===== config.mk =====
export PLATFORM = sky130hd
export DESIGN_NAME = fpm_top
export DESIGN_NICKNAME = d
export VERILOG_FILES = /design/src/logic/fpm_pkg.sv /design/src/logic/fpm_pin_if.sv /design/src/logic/fpm_pin_sync.sv /design/src/logic/fpm_top.sv
export SDC_FILE = /design/constraint.sdc
export NUM_CORES = 1
export LEC_CHECK = 0
export BUFFER_PORTS_ARGS = -buffer_cell sky130_fd_sc_hd__clkbuf_2
export CAP_MARGIN = 20
export CELL_PAD_IN_SITES_DETAIL_PLACEMENT = 1
export CELL_PAD_IN_SITES_GLOBAL_PLACEMENT = 2
export CORE_ASPECT_RATIO = 1.1
export CORE_MARGIN = 2
export CORE_UTILIZATION = 30
export CTS_BUF_LIST = sky130_fd_sc_hd__clkbuf_4 sky130_fd_sc_hd__clkbuf_8
export CTS_CLUSTER_SIZE = 14
export DETAILED_ROUTE_END_ITERATION = 10
export PLACE_DENSITY = 0.94
export SYNTH_ARGS = -nofsm -noshare
export SYNTH_HDL_FRONTEND = slang
export SYNTH_SLANG_ARGS = --single-unit

===== constraint.sdc =====
create_clock -name clk -period 2.4 [get_ports clk]
set_input_delay 0.12 -clock clk [delete_from_list [all_inputs] [get_ports clk]]
set_output_delay 0.12 -clock clk [all_outputs]
set_load 0.02 [all_outputs]

===== src/logic/fpm_pkg.sv =====
// Constants shared by the floppy powerdown and port-mux block
package fpm_pkg;
  // Register indices; byte address is four times the index
  localparam logic [7:0] IDX_STATUS_A   = 8'h00;
  localparam logic [7:0] IDX_STATUS_B   = 8'h01;
  localparam logic [7:0] IDX_DRIVE_OUT  = 8'h02;
  localparam logic [7:0] IDX_RATE_MAIN  = 8'h04;
  localparam logic [7:0] IDX_CMD_DATA   = 8'h05;
  localparam logic [7:0] IDX_DIN_CFG    = 8'h07;
  localparam logic [7:0] IDX_MUX_PIN    = 8'hF1;
  localparam logic [7:0] IDX_AUTO_PWR   = 8'h80;
  localparam logic [7:0] IDX_PAR_CTRL   = 8'h81;
  localparam logic [7:0] IDX_WAKE_EN4   = 8'h82;
  localparam logic [7:0] IDX_MGMT_EN4   = 8'h83;
  localparam logic [7:0] IDX_PWR_STATE  = 8'h84;
  localparam int         ADDR_W         = 10;
  // Field positions
  localparam int DOR_RESET_N   = 2;
  localparam int DOR_MOTOR_LO  = 4;
  localparam int DSR_PWRDOWN   = 6;
  localparam int DSR_SWRESET   = 7;
  localparam int MUX_POLARITY  = 2;
  localparam int MUX_FUNC_SEL  = 3;
  localparam int AUTO_EN_BIT   = 0;
  localparam int WAKE_PIN_BIT  = 5;
  localparam int MGMT_PIN_BIT  = 6;
  // Reset values and fixed patterns
  localparam logic [7:0] DOR_RST      = 8'h04;
  localparam logic [7:0] ZERO_RST     = 8'h00;
  localparam logic [7:0] IDLE_MAIN    = 8'h80;
  localparam logic [7:0] PAR_CABLE_NC = 8'h04;
  localparam logic [1:0] MODE_OFF     = 2'h0;
  localparam logic [1:0] MODE_SINGLE  = 2'h1;
  // Timing
  localparam int IDLE_TIME_US = 10000;
  localparam int CLK_MHZ      = 10;
  localparam int IDLE_CYCLES  = IDLE_TIME_US * CLK_MHZ;
  localparam int TIMER_W      = 24;
endpackage


===== src/logic/fpm_pin_if.sv =====
// Synchronised mux pin level and its edges
`timescale 1ns/100ps
`default_nettype none
interface fpm_pin_if;
  logic level;
  logic rise;
  logic fall;
  modport src (output level, output rise, output fall);
  modport dst (input level, input rise, input fall);
endinterface
`default_nettype wire


===== src/logic/fpm_pin_sync.sv =====
// Two-stage synchroniser and edge detector for the floppy mux pin
`timescale 1ns/100ps
`default_nettype none
module fpm_pin_sync (
  // Clock and reset
  input  wire logic clk,
  input  wire logic reset,
  // Pin and result
  input  wire logic pinAsync,
  fpm_pin_if.src    pin
);
  logic meta_q;
  logic sync_q;
  logic last_q;

  always_ff @(posedge clk) begin
    if (reset) begin
      meta_q <= 1'b1;
      sync_q <= 1'b1;
      last_q <= 1'b1;
    end else begin
      meta_q <= pinAsync;
      sync_q <= meta_q;
      last_q <= sync_q;
    end
  end

  assign pin.level = sync_q;
  assign pin.rise  = sync_q & ~last_q;
  assign pin.fall  = ~sync_q & last_q;
endmodule // fpm_pin_sync
`default_nettype wire


===== src/logic/fpm_top.sv =====
// Floppy auto powerdown control and parallel connector floppy mux
`timescale 1ns/100ps
`default_nettype none
module fpm_top
  import fpm_pkg::*;
#(
  parameter int IDLE_COUNT = IDLE_CYCLES
) (
  // Clock and reset
  input  wire logic              clk,
  input  wire logic              reset,
  // APB slave
  input  wire logic              psel,
  input  wire logic              penable,
  input  wire logic              pwrite,
  input  wire logic [ADDR_W-1:0] paddr,
  input  wire logic [31:0]       pwdata,
  output logic                   pready,
  output logic [31:0]            prdata,
  output logic                   pslverr,
  // Floppy engine status
  input  wire logic [7:0]        engStatusA,
  input  wire logic [7:0]        engStatusB,
  input  wire logic [7:0]        engMainStatus,
  input  wire logic [7:0]        engReadData,
  input  wire logic [7:0]        engDriveIn,
  input  wire logic              engInterrupt,
  input  wire logic              engHeadUnloaded,
  // Floppy engine drive signals
  input  wire logic              engSelect0N,
  input  wire logic              engMotor0N,
  input  wire logic              engWriteBitsN,
  input  wire logic              engWriteGateN,
  input  wire logic              engStepN,
  input  wire logic              engDirN,
  input  wire logic              engHeadN,
  input  wire logic              engDensity,
  // Engine commands
  output logic                   fdcReset,
  output logic                   fdcPowerDown,
  output logic                   fdcActive,
  output logic                   dataWrPulse,
  output logic                   dataRdPulse,
  output logic [7:0]             wrData,
  output logic [7:0]             driveOutCtl,
  output logic [7:0]             rateSelect,
  output logic [7:0]             rateConfig,
  // Dedicated floppy pins
  output logic                   motorOn0N,
  output logic                   motorOn0Oe,
  output logic                   driveSelect0N,
  output logic                   driveSelect0Oe,
  output logic                   writeBitsN,
  output logic                   writeBitsOe,
  output logic                   writeGateN,
  output logic                   writeGateOe,
  output logic                   stepPulseN,
  output logic                   stepDirectionN,
  output logic                   headSideN,
  output logic                   densitySelect,
  // Parallel connector
  output logic                   portToFloppy,
  output logic                   portDualDrive,
  output logic                   connStrobeOut,
  output logic                   connStrobeOe,
  output logic                   connData6Out,
  output logic                   connData6Oe,
  input  wire logic [7:0]        parCtrlIn,
  // Mux pin and events
  input  wire logic              floppyMuxPin,
  output logic                   wakeEvent,
  output logic                   mgmtInterrupt,
  output logic                   configInterrupt
);

  typedef enum logic [1:0] {PWR_ON, PWR_AUTO, PWR_RATE} fpm_pwr_e;

  // ---------------------------------------------------------------
  // Register bus decode
  // ---------------------------------------------------------------
  function automatic logic mapped(input logic [7:0] idx);
    case (idx)
      IDX_STATUS_A, IDX_STATUS_B, IDX_DRIVE_OUT, IDX_RATE_MAIN,
      IDX_CMD_DATA, IDX_DIN_CFG, IDX_MUX_PIN, IDX_AUTO_PWR,
      IDX_PAR_CTRL, IDX_WAKE_EN4, IDX_MGMT_EN4, IDX_PWR_STATE: mapped = 1'b1;
      default: mapped = 1'b0;
    endcase
  endfunction

  logic       pready_q;
  logic [7:0] idx;
  logic       acc;
  logic       wr;
  logic       rd;
  logic [7:0] wd;

  assign idx = paddr[9:2];
  assign acc = psel & penable & pready_q;
  assign wr  = acc & pwrite & mapped(idx);
  assign rd  = acc & ~pwrite & mapped(idx);
  assign wd  = pwdata[7:0];

  // Answer one cycle after setup: every access has exactly one wait-free access phase
  always_ff @(posedge clk) begin
    if (reset) begin
      pready_q <= 1'b0;
    end else begin
      pready_q <= psel & ~penable & ~pready_q;
    end
  end

  // ---------------------------------------------------------------
  // Software registers
  // ---------------------------------------------------------------
  logic [7:0] dor_q;
  logic [7:0] dsr_q;
  logic [7:0] ccr_q;
  logic [7:0] mux_q;
  logic [7:0] auto_q;
  logic [7:0] wakeEn_q;
  logic [7:0] mgmtEn_q;

  // Writes land even while powered down and show after wake
  always_ff @(posedge clk) begin
    if (reset) begin
      dor_q    <= DOR_RST;
      dsr_q    <= ZERO_RST;
      ccr_q    <= ZERO_RST;
      mux_q    <= ZERO_RST;
      auto_q   <= ZERO_RST;
      wakeEn_q <= ZERO_RST;
      mgmtEn_q <= ZERO_RST;
    end else if (wr) begin
      case (idx)
        IDX_DRIVE_OUT: dor_q    <= wd;
        IDX_RATE_MAIN: dsr_q    <= {1'b0, wd[6:0]};
        IDX_DIN_CFG:   ccr_q    <= wd;
        IDX_MUX_PIN:   mux_q    <= wd;
        IDX_AUTO_PWR:  auto_q   <= wd;
        IDX_WAKE_EN4:  wakeEn_q <= wd;
        IDX_MGMT_EN4:  mgmtEn_q <= wd;
        default:       ;
      endcase
    end
  end

  // ---------------------------------------------------------------
  // Wake and powerdown sources
  // ---------------------------------------------------------------
  logic autoEn;
  logic swReset;
  logic wakeAcc;
  logic rateDown;

  assign autoEn  = auto_q[AUTO_EN_BIT];
  assign swReset = wr & ((idx == IDX_DRIVE_OUT & ~wd[DOR_RESET_N])
                       | (idx == IDX_RATE_MAIN & wd[DSR_SWRESET]));
  assign wakeAcc = (wr & idx == IDX_DRIVE_OUT & |wd[7:DOR_MOTOR_LO])
                 | (rd & idx == IDX_RATE_MAIN)
                 | (acc & mapped(idx) & idx == IDX_CMD_DATA)
                 | swReset;
  assign rateDown = wr & idx == IDX_RATE_MAIN & wd[DSR_PWRDOWN] & ~wd[DSR_SWRESET];

  // ---------------------------------------------------------------
  // Idle timer
  // ---------------------------------------------------------------
  logic [TIMER_W-1:0] idle_q;
  logic               idleDone;
  fpm_pwr_e           pwr_q;

  assign idleDone = idle_q == TIMER_W'(IDLE_COUNT - 1);

  always_ff @(posedge clk) begin
    if (reset) begin
      idle_q <= '0;
    end else if (!autoEn || wakeAcc || pwr_q != PWR_ON) begin
      idle_q <= '0;
    end else if (!idleDone) begin
      idle_q <= idle_q + 1'b1;
    end
  end

  // ---------------------------------------------------------------
  // Power state
  // ---------------------------------------------------------------
  logic enterAuto;

  assign enterAuto = autoEn && dor_q[7:DOR_MOTOR_LO] == '0
                   && engMainStatus == IDLE_MAIN && !engInterrupt
                   && engHeadUnloaded && idleDone && !wakeAcc;

  always_ff @(posedge clk) begin
    if (reset) begin
      pwr_q <= PWR_ON;
    end else begin
      case (pwr_q)
        PWR_ON: begin
          if (rateDown) begin
            pwr_q <= PWR_RATE;
          end else if (enterAuto) begin
            pwr_q <= PWR_AUTO;
          end
        end
        PWR_AUTO: begin
          if (rateDown) begin
            pwr_q <= PWR_RATE;
          end else if (wakeAcc || !autoEn) begin
            pwr_q <= PWR_ON;
          end
        end
        PWR_RATE: begin
          // Back to on; auto powerdown takes over again from the timer
          if (wakeAcc) begin
            pwr_q <= PWR_ON;
          end
        end
        default: pwr_q <= PWR_ON;
      endcase
    end
  end

  // ---------------------------------------------------------------
  // Engine command outputs
  // ---------------------------------------------------------------
  logic pd;

  assign pd = pwr_q != PWR_ON;

  always_ff @(posedge clk) begin
    if (reset) begin
      fdcReset     <= 1'b1;
      fdcPowerDown <= 1'b0;
      fdcActive    <= 1'b0;
      dataWrPulse  <= 1'b0;
      dataRdPulse  <= 1'b0;
      wrData       <= ZERO_RST;
    end else begin
      fdcReset     <= swReset | ~dor_q[DOR_RESET_N];
      fdcPowerDown <= pd & ~wakeAcc;
      fdcActive    <= pd & acc;
      dataWrPulse  <= wr & idx == IDX_CMD_DATA;
      dataRdPulse  <= rd & idx == IDX_CMD_DATA;
      if (wr) begin
        wrData <= wd;
      end
    end
  end

  assign driveOutCtl = dor_q;
  assign rateSelect  = dsr_q;
  assign rateConfig  = ccr_q;

  // ---------------------------------------------------------------
  // Mux pin and connector routing
  // ---------------------------------------------------------------
  fpm_pin_if pinBus ();

  fpm_pin_sync u_pin (
    .clk      (clk),
    .reset    (reset),
    .pinAsync (floppyMuxPin),
    .pin      (pinBus)
  );

  logic funcSel;
  logic toFloppy;
  logic dual;
  logic edgeSeen;

  assign funcSel  = mux_q[MUX_FUNC_SEL];
  assign edgeSeen = funcSel & (pinBus.rise | pinBus.fall);
  assign dual     = mux_q[1];
  // Pin low selects floppy unless the polarity bit flips the sense
  assign toFloppy = (mux_q[1:0] == MODE_OFF) ? 1'b0
                  : funcSel ? ~(pinBus.level ^ mux_q[MUX_POLARITY])
                  : 1'b1;

  always_ff @(posedge clk) begin
    if (reset) begin
      portToFloppy    <= 1'b0;
      portDualDrive   <= 1'b0;
      wakeEvent       <= 1'b0;
      mgmtInterrupt   <= 1'b0;
      configInterrupt <= 1'b0;
    end else begin
      portToFloppy    <= toFloppy;
      portDualDrive   <= toFloppy & dual;
      wakeEvent       <= edgeSeen & wakeEn_q[WAKE_PIN_BIT];
      mgmtInterrupt   <= edgeSeen & mgmtEn_q[MGMT_PIN_BIT];
      configInterrupt <= edgeSeen & wakeEn_q[WAKE_PIN_BIT];
    end
  end

  // ---------------------------------------------------------------
  // Drive pins
  // ---------------------------------------------------------------
  // Dedicated motor and select pins float when the connector carries drive 0
  logic dedOe;
  logic connOe;

  assign dedOe  = ~pd & ~(toFloppy & dual);
  assign connOe = ~pd & toFloppy & dual;

  always_ff @(posedge clk) begin
    if (reset) begin
      motorOn0N      <= 1'b1;
      motorOn0Oe     <= 1'b0;
      driveSelect0N  <= 1'b1;
      driveSelect0Oe <= 1'b0;
      writeBitsN     <= 1'b1;
      writeBitsOe    <= 1'b0;
      writeGateN     <= 1'b1;
      writeGateOe    <= 1'b0;
      connStrobeOut  <= 1'b1;
      connStrobeOe   <= 1'b0;
      connData6Out   <= 1'b1;
      connData6Oe    <= 1'b0;
    end else begin
      motorOn0N      <= engMotor0N;
      motorOn0Oe     <= dedOe;
      driveSelect0N  <= engSelect0N;
      driveSelect0Oe <= dedOe;
      writeBitsN     <= engWriteBitsN;
      writeBitsOe    <= ~pd;
      writeGateN     <= engWriteGateN;
      writeGateOe    <= ~pd;
      connStrobeOut  <= engSelect0N;
      connStrobeOe   <= connOe;
      connData6Out   <= engMotor0N;
      connData6Oe    <= connOe;
    end
  end

  // Step, direction, head and density stay driven in powerdown
  always_ff @(posedge clk) begin
    if (reset) begin
      stepPulseN     <= 1'b1;
      stepDirectionN <= 1'b1;
      headSideN      <= 1'b1;
      densitySelect  <= 1'b0;
    end else begin
      stepPulseN     <= engStepN;
      stepDirectionN <= engDirN;
      headSideN      <= engHeadN;
      densitySelect  <= engDensity;
    end
  end

  // ---------------------------------------------------------------
  // Read data
  // ---------------------------------------------------------------
  // Reads see true status even in powerdown, so powerdown never hides state
  logic [7:0] rdMux;

  always_comb begin
    case (idx)
      IDX_STATUS_A:  rdMux = engStatusA;
      IDX_STATUS_B:  rdMux = engStatusB;
      IDX_DRIVE_OUT: rdMux = dor_q;
      IDX_RATE_MAIN: rdMux = engMainStatus;
      IDX_CMD_DATA:  rdMux = engReadData;
      IDX_DIN_CFG:   rdMux = engDriveIn;
      IDX_MUX_PIN:   rdMux = mux_q;
      IDX_AUTO_PWR:  rdMux = auto_q;
      IDX_PAR_CTRL:  rdMux = toFloppy ? (parCtrlIn & 8'hF0) | PAR_CABLE_NC
                                      : parCtrlIn;
      IDX_WAKE_EN4:  rdMux = wakeEn_q;
      IDX_MGMT_EN4:  rdMux = mgmtEn_q;
      IDX_PWR_STATE: rdMux = {5'h00, pwr_q == PWR_RATE, pwr_q == PWR_AUTO, pinBus.level};
      default:       rdMux = ZERO_RST;
    endcase
  end

  // Read data and error are latched in the setup cycle, held through access
  always_ff @(posedge clk) begin
    if (reset) begin
      prdata  <= 32'h0000_0000;
      pslverr <= 1'b0;
    end else if (psel & ~penable) begin
      prdata  <= pwrite ? 32'h0000_0000 : {24'h00_0000, rdMux};
      pslverr <= ~mapped(idx);
    end
  end

  assign pready = pready_q;

endmodule // fpm_top
`default_nettype wire


=== Yosys cells after proc, flatten, opt, wreduce, memory -nomap -nowiden ===
Cells that the tools add are included.

* Add/sub/neg operators: 1
* Mux-type cells: 14
* Magnitude comparators: 0
* Reductions and logical operators: 27
* Divide/modulo/power cells: 0
* Shifts and indexed selects: 0
* Multiply operators: 0
* Equal/unequal tests: 18
* Bitwise gates (word level): 52

{| class="wikitable"
|+ Operators by type and width
! operator !! count
|-
| $pmux W8 S12 || 1
|-
| $eq A8 B8 Y1 const B || 7
|-
| $and A1 B1 Y1 || 32
|-
| $add A24 B1 Y24 const B || 1
|-
| $eq A24 B17 Y1 const B || 1
|-
| $eq A8 B3 Y1 const B || 3
|-
| $reduce_and A2 Y1 || 7
|-
| $not A1 Y1 || 13
|-
| $reduce_or A12 Y1 || 1
|-
| $mux W2 || 5
|-
| $eq A8 B1 Y1 const B || 1
|-
| $eq A8 B2 Y1 const B || 1
|-
| $logic_not A8 Y1 || 1
|-
| $mux W8 || 1
|-
| $logic_and A1 B1 Y1 || 6
|-
| $ne A3 B3 Y1 const B || 2
|-
| $or A1 B1 Y1 || 6
|-
| $pmux W2 S3 || 1
|-
| $mux W1 || 5
|-
| $logic_not A2 Y1 || 2
|-
| $logic_not A4 Y1 || 1
|-
| $mux W4 || 1
|-
| $reduce_or A4 Y1 || 1
|-
| $logic_not A1 Y1 || 3
|-
| 8 further kinds || 9
|}

* Memories kept: 0
* Bits in latches: 0
* ROM bits: 0
* Input bits: 106
* RAM bits: 0
* Output and inout bits: 92
* Bits in registers: 146

=== Logic depth before layout (Yosys ltp) ===
Gate-level depths: netlist of the first run.

* Word-level depth: 14
* Depth in mapped cells: 8
* Gate-level depth less buffers: 6

=== Hierarchy ===
Synthesis of the first run repeated with hierarchy kept, for this count alone.

* Cell total of the unflattened synthesis: 651
* Area total of the unflattened synthesis: 5834.3 sq um

{| class="wikitable"
|+ By module, submodules not included
! module !! area each (sq um) !! times used !! cells an instance
|-
| fpm_top || 5741.8 || 1 || 643
|-
| fpm_pin_sync || 92.6 || 1 || 8
|}

=== Worst setup path after synthesis of the first run ===
Ideal clock, no wire load.

* Path type: flip-flop to flip-flop
* Start point: register idle_q[0]
* End point: register idle_q[22]
* Cell stages (with the launch flop): 8
* Period minus slack after synthesis: 1808 ps
* Path buffers: 1
* Arrival time: 1738 ps
* Setup slack: 592 ps
* Setup time: 70 ps
* Cell sequence: dfxtp_1 -> ha_1 -> and4_1 -> nand2_1 -> o31ai_1 -> buf_2 -> or4_1 -> a21oi_1

* Longest elaborated chain between the ends: 1

{| class="wikitable"
|+ RTL lines
! what !! RTL line !! source
|-
| from (decl) || fpm_top.sv:167 || <nowiki>logic [TIMER_W-1:0] idle_q;</nowiki>
|-
| from (signal assigned) || fpm_top.sv:179 || <nowiki>idle_q <= idle_q + 1'b1;</nowiki>
|-
| $add A24 B1 Y24 or $eq A24 B17 Y1 (tied branches) || fpm_top.sv:179, fpm_top.sv:171 ||
|}

Several ways; a longest one is shown, not always the timed one.
A chain may end at the register's enable or synchronous reset.

=== Final worst setup path of the first run ===
* Start point: register idle_q[0]
* End point: register idle_q[18]

The elaborated chain is that of the path after synthesis.

==> results.tsv, run 1 <==
metric	value	unit
max_slew_margin	0.4662	
antenna_left	0	
wirelength	21580	um
io_buffers	146	
die_h	152.8	um
ctsHoldBuffers	10	
rows	54	
timing.fmax	503.0	MHz
r2r_slack	410	ps
leakage	2.881	nW
seqCellArea	2442	um2
drt_iter0_markers	338	
rsz0062_at_grt	no	
ir_drop	0.3594	mV
synth_fa_ha_area_frac	0.002071	
r2r_start	idle_q[0]	
finalNonFillerCells	1124	
diodes	0	
die_w	139.3	um
required	2770	ps
clock_path_buffers	2	
synthFlopType	dfxtp_1	
setup_violations	0	
antenna_found_initial	1	
synth_top_family_by_area	simple AND/OR/NAND/NOR gates	
synth_edf_count	0	
grt-ovfl-total	0	
cp_max_fo	12	
place.gp.congestion	0.8749	
drive_above_1_share	0.2936	
grt_max_degree	51	
grt_pass1_wl	34090	um
synth-simple-area-share	0.2655	
critPathMaxStageDelay	500	ps
min_path_type	in2reg	
crit_buf_inv	1	
min_path_cells	2	
tns	0	ps
dp_hpwl	16170	um
hp-start	reset	
synthArstFlopShare	0	
cts-root-buf	clkbuf_8	
place_ws	297.6	ps
cp_cell_sequence	ha_1, and4_1, nand2_1, o31ai_1, buf_4, or4_1, a21oi_1	
worstPathArrival	2360	ps
yosysSeqAreaShare	0.4042	
io_pins	198	
clkTransAtPathRegs	70	ps
start_util	0.3052	
htreeDepth	4	
timing.final.crit_share	0.8283	
place_inst	1082	
nets	966	
area_delta_synth_final	24.85	%
syn_area	6042	um2
start_kind	register	
period_needed	1988	ps
cp_slowest_cell	or4_1	
path_class	reg2reg	
total_power	4.478	mW
synthMuxAreaShare	0.08677	
coreArea	19800	um2
worstRegToRegCells	7	
wl_per_cell	19.20	um
final_cell_mix	145 x clkbuf_2, 122 x dfxtp_1, 92 x nand2_1	
worst-path-stages	7	
clkSinkCount	122	
vias_per_cell	5.293	
post_dp_cell_area	7004	um2
first_pass_iters	5	
cts_buffers	17	
grtUsageTotal	0.2040	
grt_pass1_vias	6134	
status	finished clean	
final_area	7543	um2
postLayoutCoreUtil	0.3811	
finalHoldViolations	0	
multi_input_area	3207	um2
cts_resized	0	
holdPathEnd	portDualDrive	
synth.avg_cell_area	8.607	um2
fillers	2431	
clkLatencyLatePin	440	ps
synth_cell_types	70	
dieArea	21290	um2
post_cts_buffers	0	
holdWs	52.94	ps
rr_endpoint	idle_q[18]	
synth-xor-area-share	0.02464	
end_kind	register	
synthCells	702	
num_vias	5949	
yosysWarnings	0	
worst_pin_slew	793.4	ps
layout_commonest_cell	clkbuf_2	
drv_cap	0	
fin_skew	9.099	ps
fin_ws	412.0	ps
synth_compound_area_frac	0.1363	
cts_tree	done	
path_delay_family	simple AND/OR/NAND/NOR gates	
drv_slew	0	
power.density	593.6	nW/um2
drc	0	
yosys_register_bits	122	
[logic make-up after synthesis]
logic type / after synthesis
compound gates: 127
xor+xnor: 17
fa+ha+maj: 1
buf+inv: 84
flops: 122
mux: 51
other cells: 1
simple gates: 299
[layout make-up]
cell class / count / area share
multi-input cells: 520 / 0.4251
flip-flops and latches: 122 / 0.3238
repair buffers: 193 / 0.1486
well taps: 252 / 0.04180
clock buffers: 20 / 0.03566
clock inverters: 12 / 0.02256
inverters: 5 / 0.002488
[power by group]
part	total [mW]	internal, mW	switching [mW]
Sequential	2.04	2.04	0.00680
Clock	2.04	1.19	0.847
Combinational	0.393	0.142	0.251
Total	4.48	3.37	1.11
[sequential cells by signal (all words and copies together), names as in the netlist, 2 cells and up]
| signal | cells |
|---|---|
| rateConfig | 8 |
| prdata | 8 |
| auto_q | 8 |
| wrData | 8 |
| wakeEn_q | 8 |
| pwr_q | 2 |
| mux_q | 8 |
| rateSelect | 7 |
| mgmtEn_q | 8 |
| driveOutCtl | 8 |
| idle_q | 24 |
[worst max path at each step]
stage                   start             end  slack, ps
detailed placement   paddr[3]  driveOutCtl[2]        300
floorplan           idle_q[0]      idle_q[22]        590
CTS                 idle_q[0]      idle_q[18]        420
global route        idle_q[0]      idle_q[18]        260
finish              idle_q[0]      idle_q[18]        410
global placement     paddr[3]  driveOutCtl[2]        360
[layer usage]
layer	GRT usage	vias to the layer above	wire length, um
met5	0	-	12
met4	0.1039	2	967
met3	0.04762	66	1423
met2	0.3441	227	10690
met1	0.2420	2895	8493
li1	-	2759	-
[synthesized netlist by cell type, drive strengths merged, types with 2 or more instances]
cell     number  area (um2)
dfxtp       122        2442
nor2b         6       37.54
nand3b       10       78.82
a22o          3       26.28
mux2         11       123.9
nor3         25       185.2
and4          2       17.52
a311o         2       20.02
a22oi        10       80.07
or4           8       60.06
and2          4       25.02
o21ai        22       110.1
and3          5       31.28
clkbuf       25       93.84
xnor2         8       70.07
or2          11       68.82
nor4bb        3       30.03
nand2        93       351.6
o311ai        2       17.52
o2bb2ai       4       35.03
xor2          9       78.83
o31ai         6       45.04
or3           8       50.05
buf          54       370.4
nand3        30       155.1
nor4         13       87.58
a32oi         5       43.79
a21oi        52       260.3
a211oi        4       30.03
inv           5       18.77
nor4b         6       80.08
nand4         6       43.79
nand2b        3       18.77
a221oi        3       26.28
o32ai         2       25.03
nor2         61       229.0
mux2i        40       400.4
or4b          5       53.80
(Power assumes the default switching activity.)
==> run 2: changes to the inputs <==
--- a/config.mk
+++ b/config.mk
@@ -5,17 +5,18 @@
 export SDC_FILE = /design/constraint.sdc
 export NUM_CORES = 1
 export LEC_CHECK = 0
+export ABC_AREA = 1
 export BUFFER_PORTS_ARGS = -buffer_cell sky130_fd_sc_hd__clkbuf_2
 export CAP_MARGIN = 20
 export CELL_PAD_IN_SITES_DETAIL_PLACEMENT = 1
 export CELL_PAD_IN_SITES_GLOBAL_PLACEMENT = 2
 export CORE_ASPECT_RATIO = 1.1
 export CORE_MARGIN = 2
-export CORE_UTILIZATION = 30
+export CORE_UTILIZATION = 26
 export CTS_BUF_LIST = sky130_fd_sc_hd__clkbuf_4 sky130_fd_sc_hd__clkbuf_8
 export CTS_CLUSTER_SIZE = 14
 export DETAILED_ROUTE_END_ITERATION = 10
-export PLACE_DENSITY = 0.94
+export PLACE_DENSITY = 0.91
 export SYNTH_ARGS = -nofsm -noshare
 export SYNTH_HDL_FRONTEND = slang
 export SYNTH_SLANG_ARGS = --single-unit
==> constraint.sdc (replaced) <==
create_clock -name clk -period 1.63 [get_ports clk]
set_input_delay 0.0815 -clock clk [delete_from_list [all_inputs] [get_ports clk]]
set_output_delay 0.0815 -clock clk [all_outputs]
set_load 0.02 [all_outputs]
==> run 2 against run 1 <==
  * The run now ends with setup timing left
  * Cell count rose by 21%
  * Critical path depth rose by 2
  * Sequential power rose by 48%
  * Via count rose by 9.1%
  * First-iteration DRC count fell by 4.4%
  * Highest routed layer is now met4
==> results.tsv, run 2 <==
metric	value	unit
r2r_slack	-110	ps
finalHoldViolations	0	
required	1970	ps
dieArea	23650	um2
worstRegToRegCells	9	
layout_commonest_cell	clkbuf_2	
holdPathEnd	pslverr	
start_kind	register	
yosys_register_bits	122	
yosysTopAreaCell	dfxtp_1	
io_buffers	146	
area_delta_synth_final	50.05	%
leakage	3.886	nW
holdWs	29.53	ps
max_slew_margin	0.5308	
syn_area	5832	um2
timing.final.crit_share	1.065	
htreeDepth	4	
yosysSeqAreaShare	0.4188	
coreArea	22040	um2
tns	-813.5	ps
clkTransAtPathRegs	70	ps
worst_pin_slew	697.4	ps
wl_per_cell	17.87	um
synth_cell_types	46	
grt_pass1_vias	6742	
synthArstFlopShare	0	
synthFlopType	dfxtp_1	
min_path_type	in2reg	
rr_endpoint	idle_q[21]	
timing.fmax	576.1	MHz
yosysWarnings	0	
worstPathArrival	2070	ps
drt_iter0_markers	323	
postLayoutCoreUtil	0.3971	
r2r_start	idle_q[5]	
finalNonFillerCells	1358	
grt_pass1_wl	36530	um
vias_per_cell	4.780	
rows	57	
synth.avg_cell_area	7.663	um2
cts-root-buf	clkbuf_8	
diodes	0	
post_dp_cell_area	7744	um2
violations	setup timing	
yosys.area.top_type_share	0.4188	
clkSinkCount	122	
drv_cap	0	
clock_path_buffers	2	
nets	1159	
cts_tree	done	
rsz0062_at_grt	yes	
dp_hpwl	18100	um
synth.area.top_cells	dfxtp_1 42%, nand2_1 6.7%, inv_1 5.5%, o21ai_0 4.7%, a21oi_1 4.5%	
cp_max_fo	3	
hp-start	psel	
drive_above_1_share	0.4214	
min_path_cells	4	
num_vias	6491	
synthCells	761	
first_pass_iters	4	
drc	0	
cts_buffers	17	
synth_commonest_cells	122 x dfxtp_1, 104 x nand2_1, 85 x inv_1, 69 x nor2_1, 55 x o21ai_0	
grt-ovfl-total	0	
place_inst	1292	
grtUsageTotal	0.1996	
wirelength	24260	um
antenna_left	0	
die_h	161.1	um
power.density	726.5	nW/um2
total_power	6.357	mW
place_ws	-782.1	ps
top_register	idle_q	
largest_reg_flops	24	
fillers	2717	
final_area	8751	um2
grt_max_degree	49	
io_pins	198	
yosys.cell_count.top_type	dfxtp_1	
start_util	0.2646	
drv_slew	0	
final_cell_mix	145 x clkbuf_2, 124 x buf_4, 112 x dfxtp_1	
clkLatencyLatePin	440	ps
synth_edf_count	0	
period_needed	1736	ps
end_kind	register	
die_w	146.8	um
antenna_found_initial	0	
path_class	reg2reg	
fin_skew	13.27	ps
ir_drop	0.4570	mV
fin_ws	-105.9	ps
place.gp.congestion	0.9324	
status	complete, but fails checks	
setup_violations	11	
## run 2: cell types whose count changed after synthesis, moves of 9 or more
| cell | previous run | this run |
|---|---|---|
| clkbuf_1 | 25 | 12 |
| nand4_1 | 5 | 18 |
| a22oi_1 | 9 | 0 |
| nand2_1 | 92 | 104 |
| a31oi_1 | 1 | 16 |
| mux2_2 | 11 | 0 |
| o21ai_0 | 21 | 55 |
| inv_2 | 0 | 11 |
| inv_1 | 5 | 85 |
| mux2i_1 | 40 | 0 |
| nand2_2 | 1 | 10 |
## run 2: final cells by class
class                           instances  area [um2]  area share
Clock buffer                           21       264.0     0.03017
Clock inverter                          9       125.1     0.01430
Inverter                               98       375.4     0.04289
Multi-Input combinational cell        511        3067      0.3504
Sequential cell                       122        2460      0.2811
Tap cell                              295       369.1     0.04218
Timing Repair Buffer                  302        2091      0.2389
## run 2: per-layer routing
| metal | vias up | share of wire | track usage |
|---|---|---|---|
| met4 | 0 | 0.042 | 0.08650 |
| met3 | 54 | 0.059 | 0.05480 |
| li1 | 3082 | - | - |
| met5 | - | 0 | 0 |
| met2 | 213 | 0.51 | 0.3570 |
| met1 | 3142 | 0.39 | 0.2218 |
## run 2: timing repair
action,CTS,global route
resized for setup,36,47
pin swaps,24,19
setup endpoints to repair,41,41
endpoints found under the hold margin,12,0
hold buffers,12,0
gates cloned,0,1
setup buffers,15,12
## run 2: worst max-delay path: stages, from the launching register on
cell and delay, ps:
dfxtp_2 340, inv_2 40, nor3_2 170, buf_4 130
nand4_1 180, nor3_2 230, nand3_1 150, nand3b_1 200
nor2_1 140, nor3b_2 60
## run 2: kinds of logic after synthesis
logic type      after synthesis  share of synthesized area
xor+xnor                     15                    0.02253
compound gates              169                     0.1738
fa+ha+maj                     1                   0.002145
buf+inv                     152                     0.1225
simple gates                301                     0.2596
other cells                   1                  0.0006430
flops                       122                     0.4188
## run 2: how the worst max path moves through the flow
stage / from / depth (start not counted) / slack (ps) / end
3_3_place_gp: paddr[8] / 15 / -780 / prdata[0]
2_1_floorplan: idle_q[1] / 10 / -80 / idle_q[20]
5_1_grt: idle_q[5] / 11 / -300 / idle_q[11]
3_5_place_dp: paddr[8] / 15 / -780 / prdata[0]
6_report: idle_q[5] / 9 / -110 / idle_q[21]
4_1_cts: paddr[8] / 14 / -70 / prdata[0]
## run 2: where the power goes
part | internal (mW) | leakage, nW | total [mW] | switching [mW]
Sequential | 3.00 | 0.992 | 3.02 | 0.0132
Clock | 1.55 | 0.199 | 2.78 | 1.23
Combinational | 0.206 | 2.70 | 0.564 | 0.358
==> run 3: changes to the inputs <==
--- a/config.mk
+++ b/config.mk
@@ -12,11 +12,11 @@
 export CELL_PAD_IN_SITES_GLOBAL_PLACEMENT = 2
 export CORE_ASPECT_RATIO = 1.1
 export CORE_MARGIN = 2
-export CORE_UTILIZATION = 26
-export CTS_BUF_LIST = sky130_fd_sc_hd__clkbuf_4 sky130_fd_sc_hd__clkbuf_8
+export CORE_UTILIZATION = 25
 export CTS_CLUSTER_SIZE = 14
 export DETAILED_ROUTE_END_ITERATION = 10
-export PLACE_DENSITY = 0.91
+export PLACE_DENSITY = 0.88
+export SETUP_SLACK_MARGIN = 0.3
 export SYNTH_ARGS = -nofsm -noshare
 export SYNTH_HDL_FRONTEND = slang
 export SYNTH_SLANG_ARGS = --single-unit
==> run 3 against run 2 <==
  * The run still ends with setup timing left
  * Maximum frequency down 6.2%
  * Sequential share of layout area shrank 4.6 points
  * Sequential cell count is the same
  * Routed wire length grew 22%
  * Non-clock buffer count is 34 higher
  * Clock skew shrank 1.9 ps
  * Setup slack worse by 120 ps
  * Sequential power hardly changed
  * Register-to-register slack lost 120 ps
  * Clock-buffer cell count shrank 3
  * Die area increased by 3.9%
  * Via count up 7.9%
  * Highest routed layer unchanged
==> results.tsv, run 3 (same netlist as run 2, synthesis figures left out) <==
metric	value	unit
cp_max_fo	4	
antenna_found_initial	0	
start_kind	register	
rr_endpoint	idle_q[13]	
leakage	4.526	nW
finalNonFillerCells	1402	
cp_slowest_cell	dfxtp_4	
required	1960	ps
dieArea	24570	um2
diodes	0	
setup_violations	22	
min_path_cells	3	
area_delta_synth_final	79.90	%
grt_pass1_vias	7199	
status	complete, but fails checks	
worstPathArrival	2180	ps
place.gp.congestion	0.8911	
layout_commonest_cell	clkbuf_2	
violations	setup timing	
io_buffers	146	
htreeDepth	4	
grtUsageTotal	0.2197	
nets	1197	
critPathMaxStageDelay	380	ps
wirelength	29700	um
timing.final.crit_share	1.136	
place_inst	1303	
worstRegToRegCells	10	
startpoint	idle_q[3]	
timing.fmax	540.1	MHz
io_pins	198	
top_register	idle_q	
grt-ovfl-total	0	
path_class	reg2reg	
drv_cap	0	
postLayoutCoreUtil	0.4589	
wl_per_cell	21.18	um
period_needed	1851	ps
cts_tree	done	
total_power	7.674	mW
clkTransAtPathRegs	60	ps
seqCellArea	2471	um2
grt_max_degree	30	
drv_slew	0	
clkSinkCount	122	
critPathCapture	idle_q[13]	
antenna_left	0	
finalHoldViolations	0	
cpMostUsedCell	buf_6	
fillers	2662	
final_cell_mix	140 x clkbuf_2, 118 x buf_4, 109 x dfxtp_1	
rows	58	
drive_above_1_share	0.5771	
fin_skew	11.40	ps
r2r_slack	-220	ps
start_util	0.2551	
vias_per_cell	4.996	
worst_pin_slew	502.6	ps
die_w	149.6	um
multi_input_area	3929	um2
rsz0062_at_grt	yes	
power.density	731.4	nW/um2
die_h	164.2	um
cts-root-buf	clkbuf_16	
r2r_start	idle_q[3]	
clock_path_buffers	2	
clkLatencyLatePin	440	ps
max_slew_margin	0.6624	
dp_hpwl	18790	um
min_path_type	in2reg	
largest_reg_flops	24	
final_area	10490	um2
cts_buffers	17	
cp_cell_sequence	nand2_4, nor3_4, nand4_1, nor3_2, buf_4, buf_6, buf_6, buf_6, xnor2_2, nor2_1	
grt_pass1_wl	40450	um
drt_iter0_markers	370	
coreArea	22860	um2
fin_ws	-221.5	ps
drc	0	
end_kind	register	
post_dp_cell_area	7966	um2
ir_drop	0.6912	mV
first_pass_iters	5	
num_vias	7004	
## run 3: how the worst min path moves through the flow
stage | start | endpoint | slack (ps)
finish | penable | fdcActive | 20
global route | penable | fdcActive | 20
CTS | penable | pslverr | 0.5
detailed placement | engWriteBitsN | writeBitsN | 270
global placement | engStepN | stepPulseN | 260
floorplan | engMotor0N | connData6Out | 190
## run 3: cell type report
type | count | share of cell area
multi-input cells | 512 | 0.3745
flip-flops and latches | 122 | 0.2355
inverters | 98 | 0.04556
repair inverters | 3 | 0.002743
well taps | 300 | 0.03578
clock inverters | 13 | 0.01622
clock buffers | 18 | 0.04091
repair buffers | 336 | 0.2488
## run 3: timing repair
action / in CTS / in global routing
resized for setup: 166 / 163
cloned: 5 / 2
setup buffers: 26 / 25
hold buffers: 10 / 0
endpoints found under the setup margin: 100 / 100
pin swaps: 74 / 69
endpoints found under the hold margin: 10 / 0
## run 3: per-stage QoR
step,setup slack (ps),setup TNS [ps],hold WS (ps)
detailed placement,-341.7,-26450,267.3
CTS,-74.05,-282.4,0.5012
finish,-221.5,-1440,19.31
floorplan,-77.50,-128.0,185.3
global route,-296.6,-4259,19.08
global placement,-306.6,-21840,264.0
## run 3: per-layer routing
metal	vias to the layer above	GRT usage	wire length, um
met2	290	0.3939	15470
met1	3428	0.2374	10600
met5	-	0	0
met3	121	0.04861	1601
met4	0	0.1255	2036
li1	3165	-	-
## run 3: where the power goes
part	internal [mW]	switching [mW]	total (mW)	leakage, nW
Clock	2.41	1.59	4.00	0.295
Sequential	3.00	0.0152	3.02	0.994
Combinational	0.234	0.422	0.655	3.24
## run 3: critical path: cells and delay by family (launching register included)
| kind | cells | cell delay [ps] |
|---|---|---|
| buffers and inverters | 4 | 420 |
| XOR/XNOR | 1 | 100 |
| AND/OR/NAND/NOR | 5 | 850 |
| flip-flops | 1 | 380 |
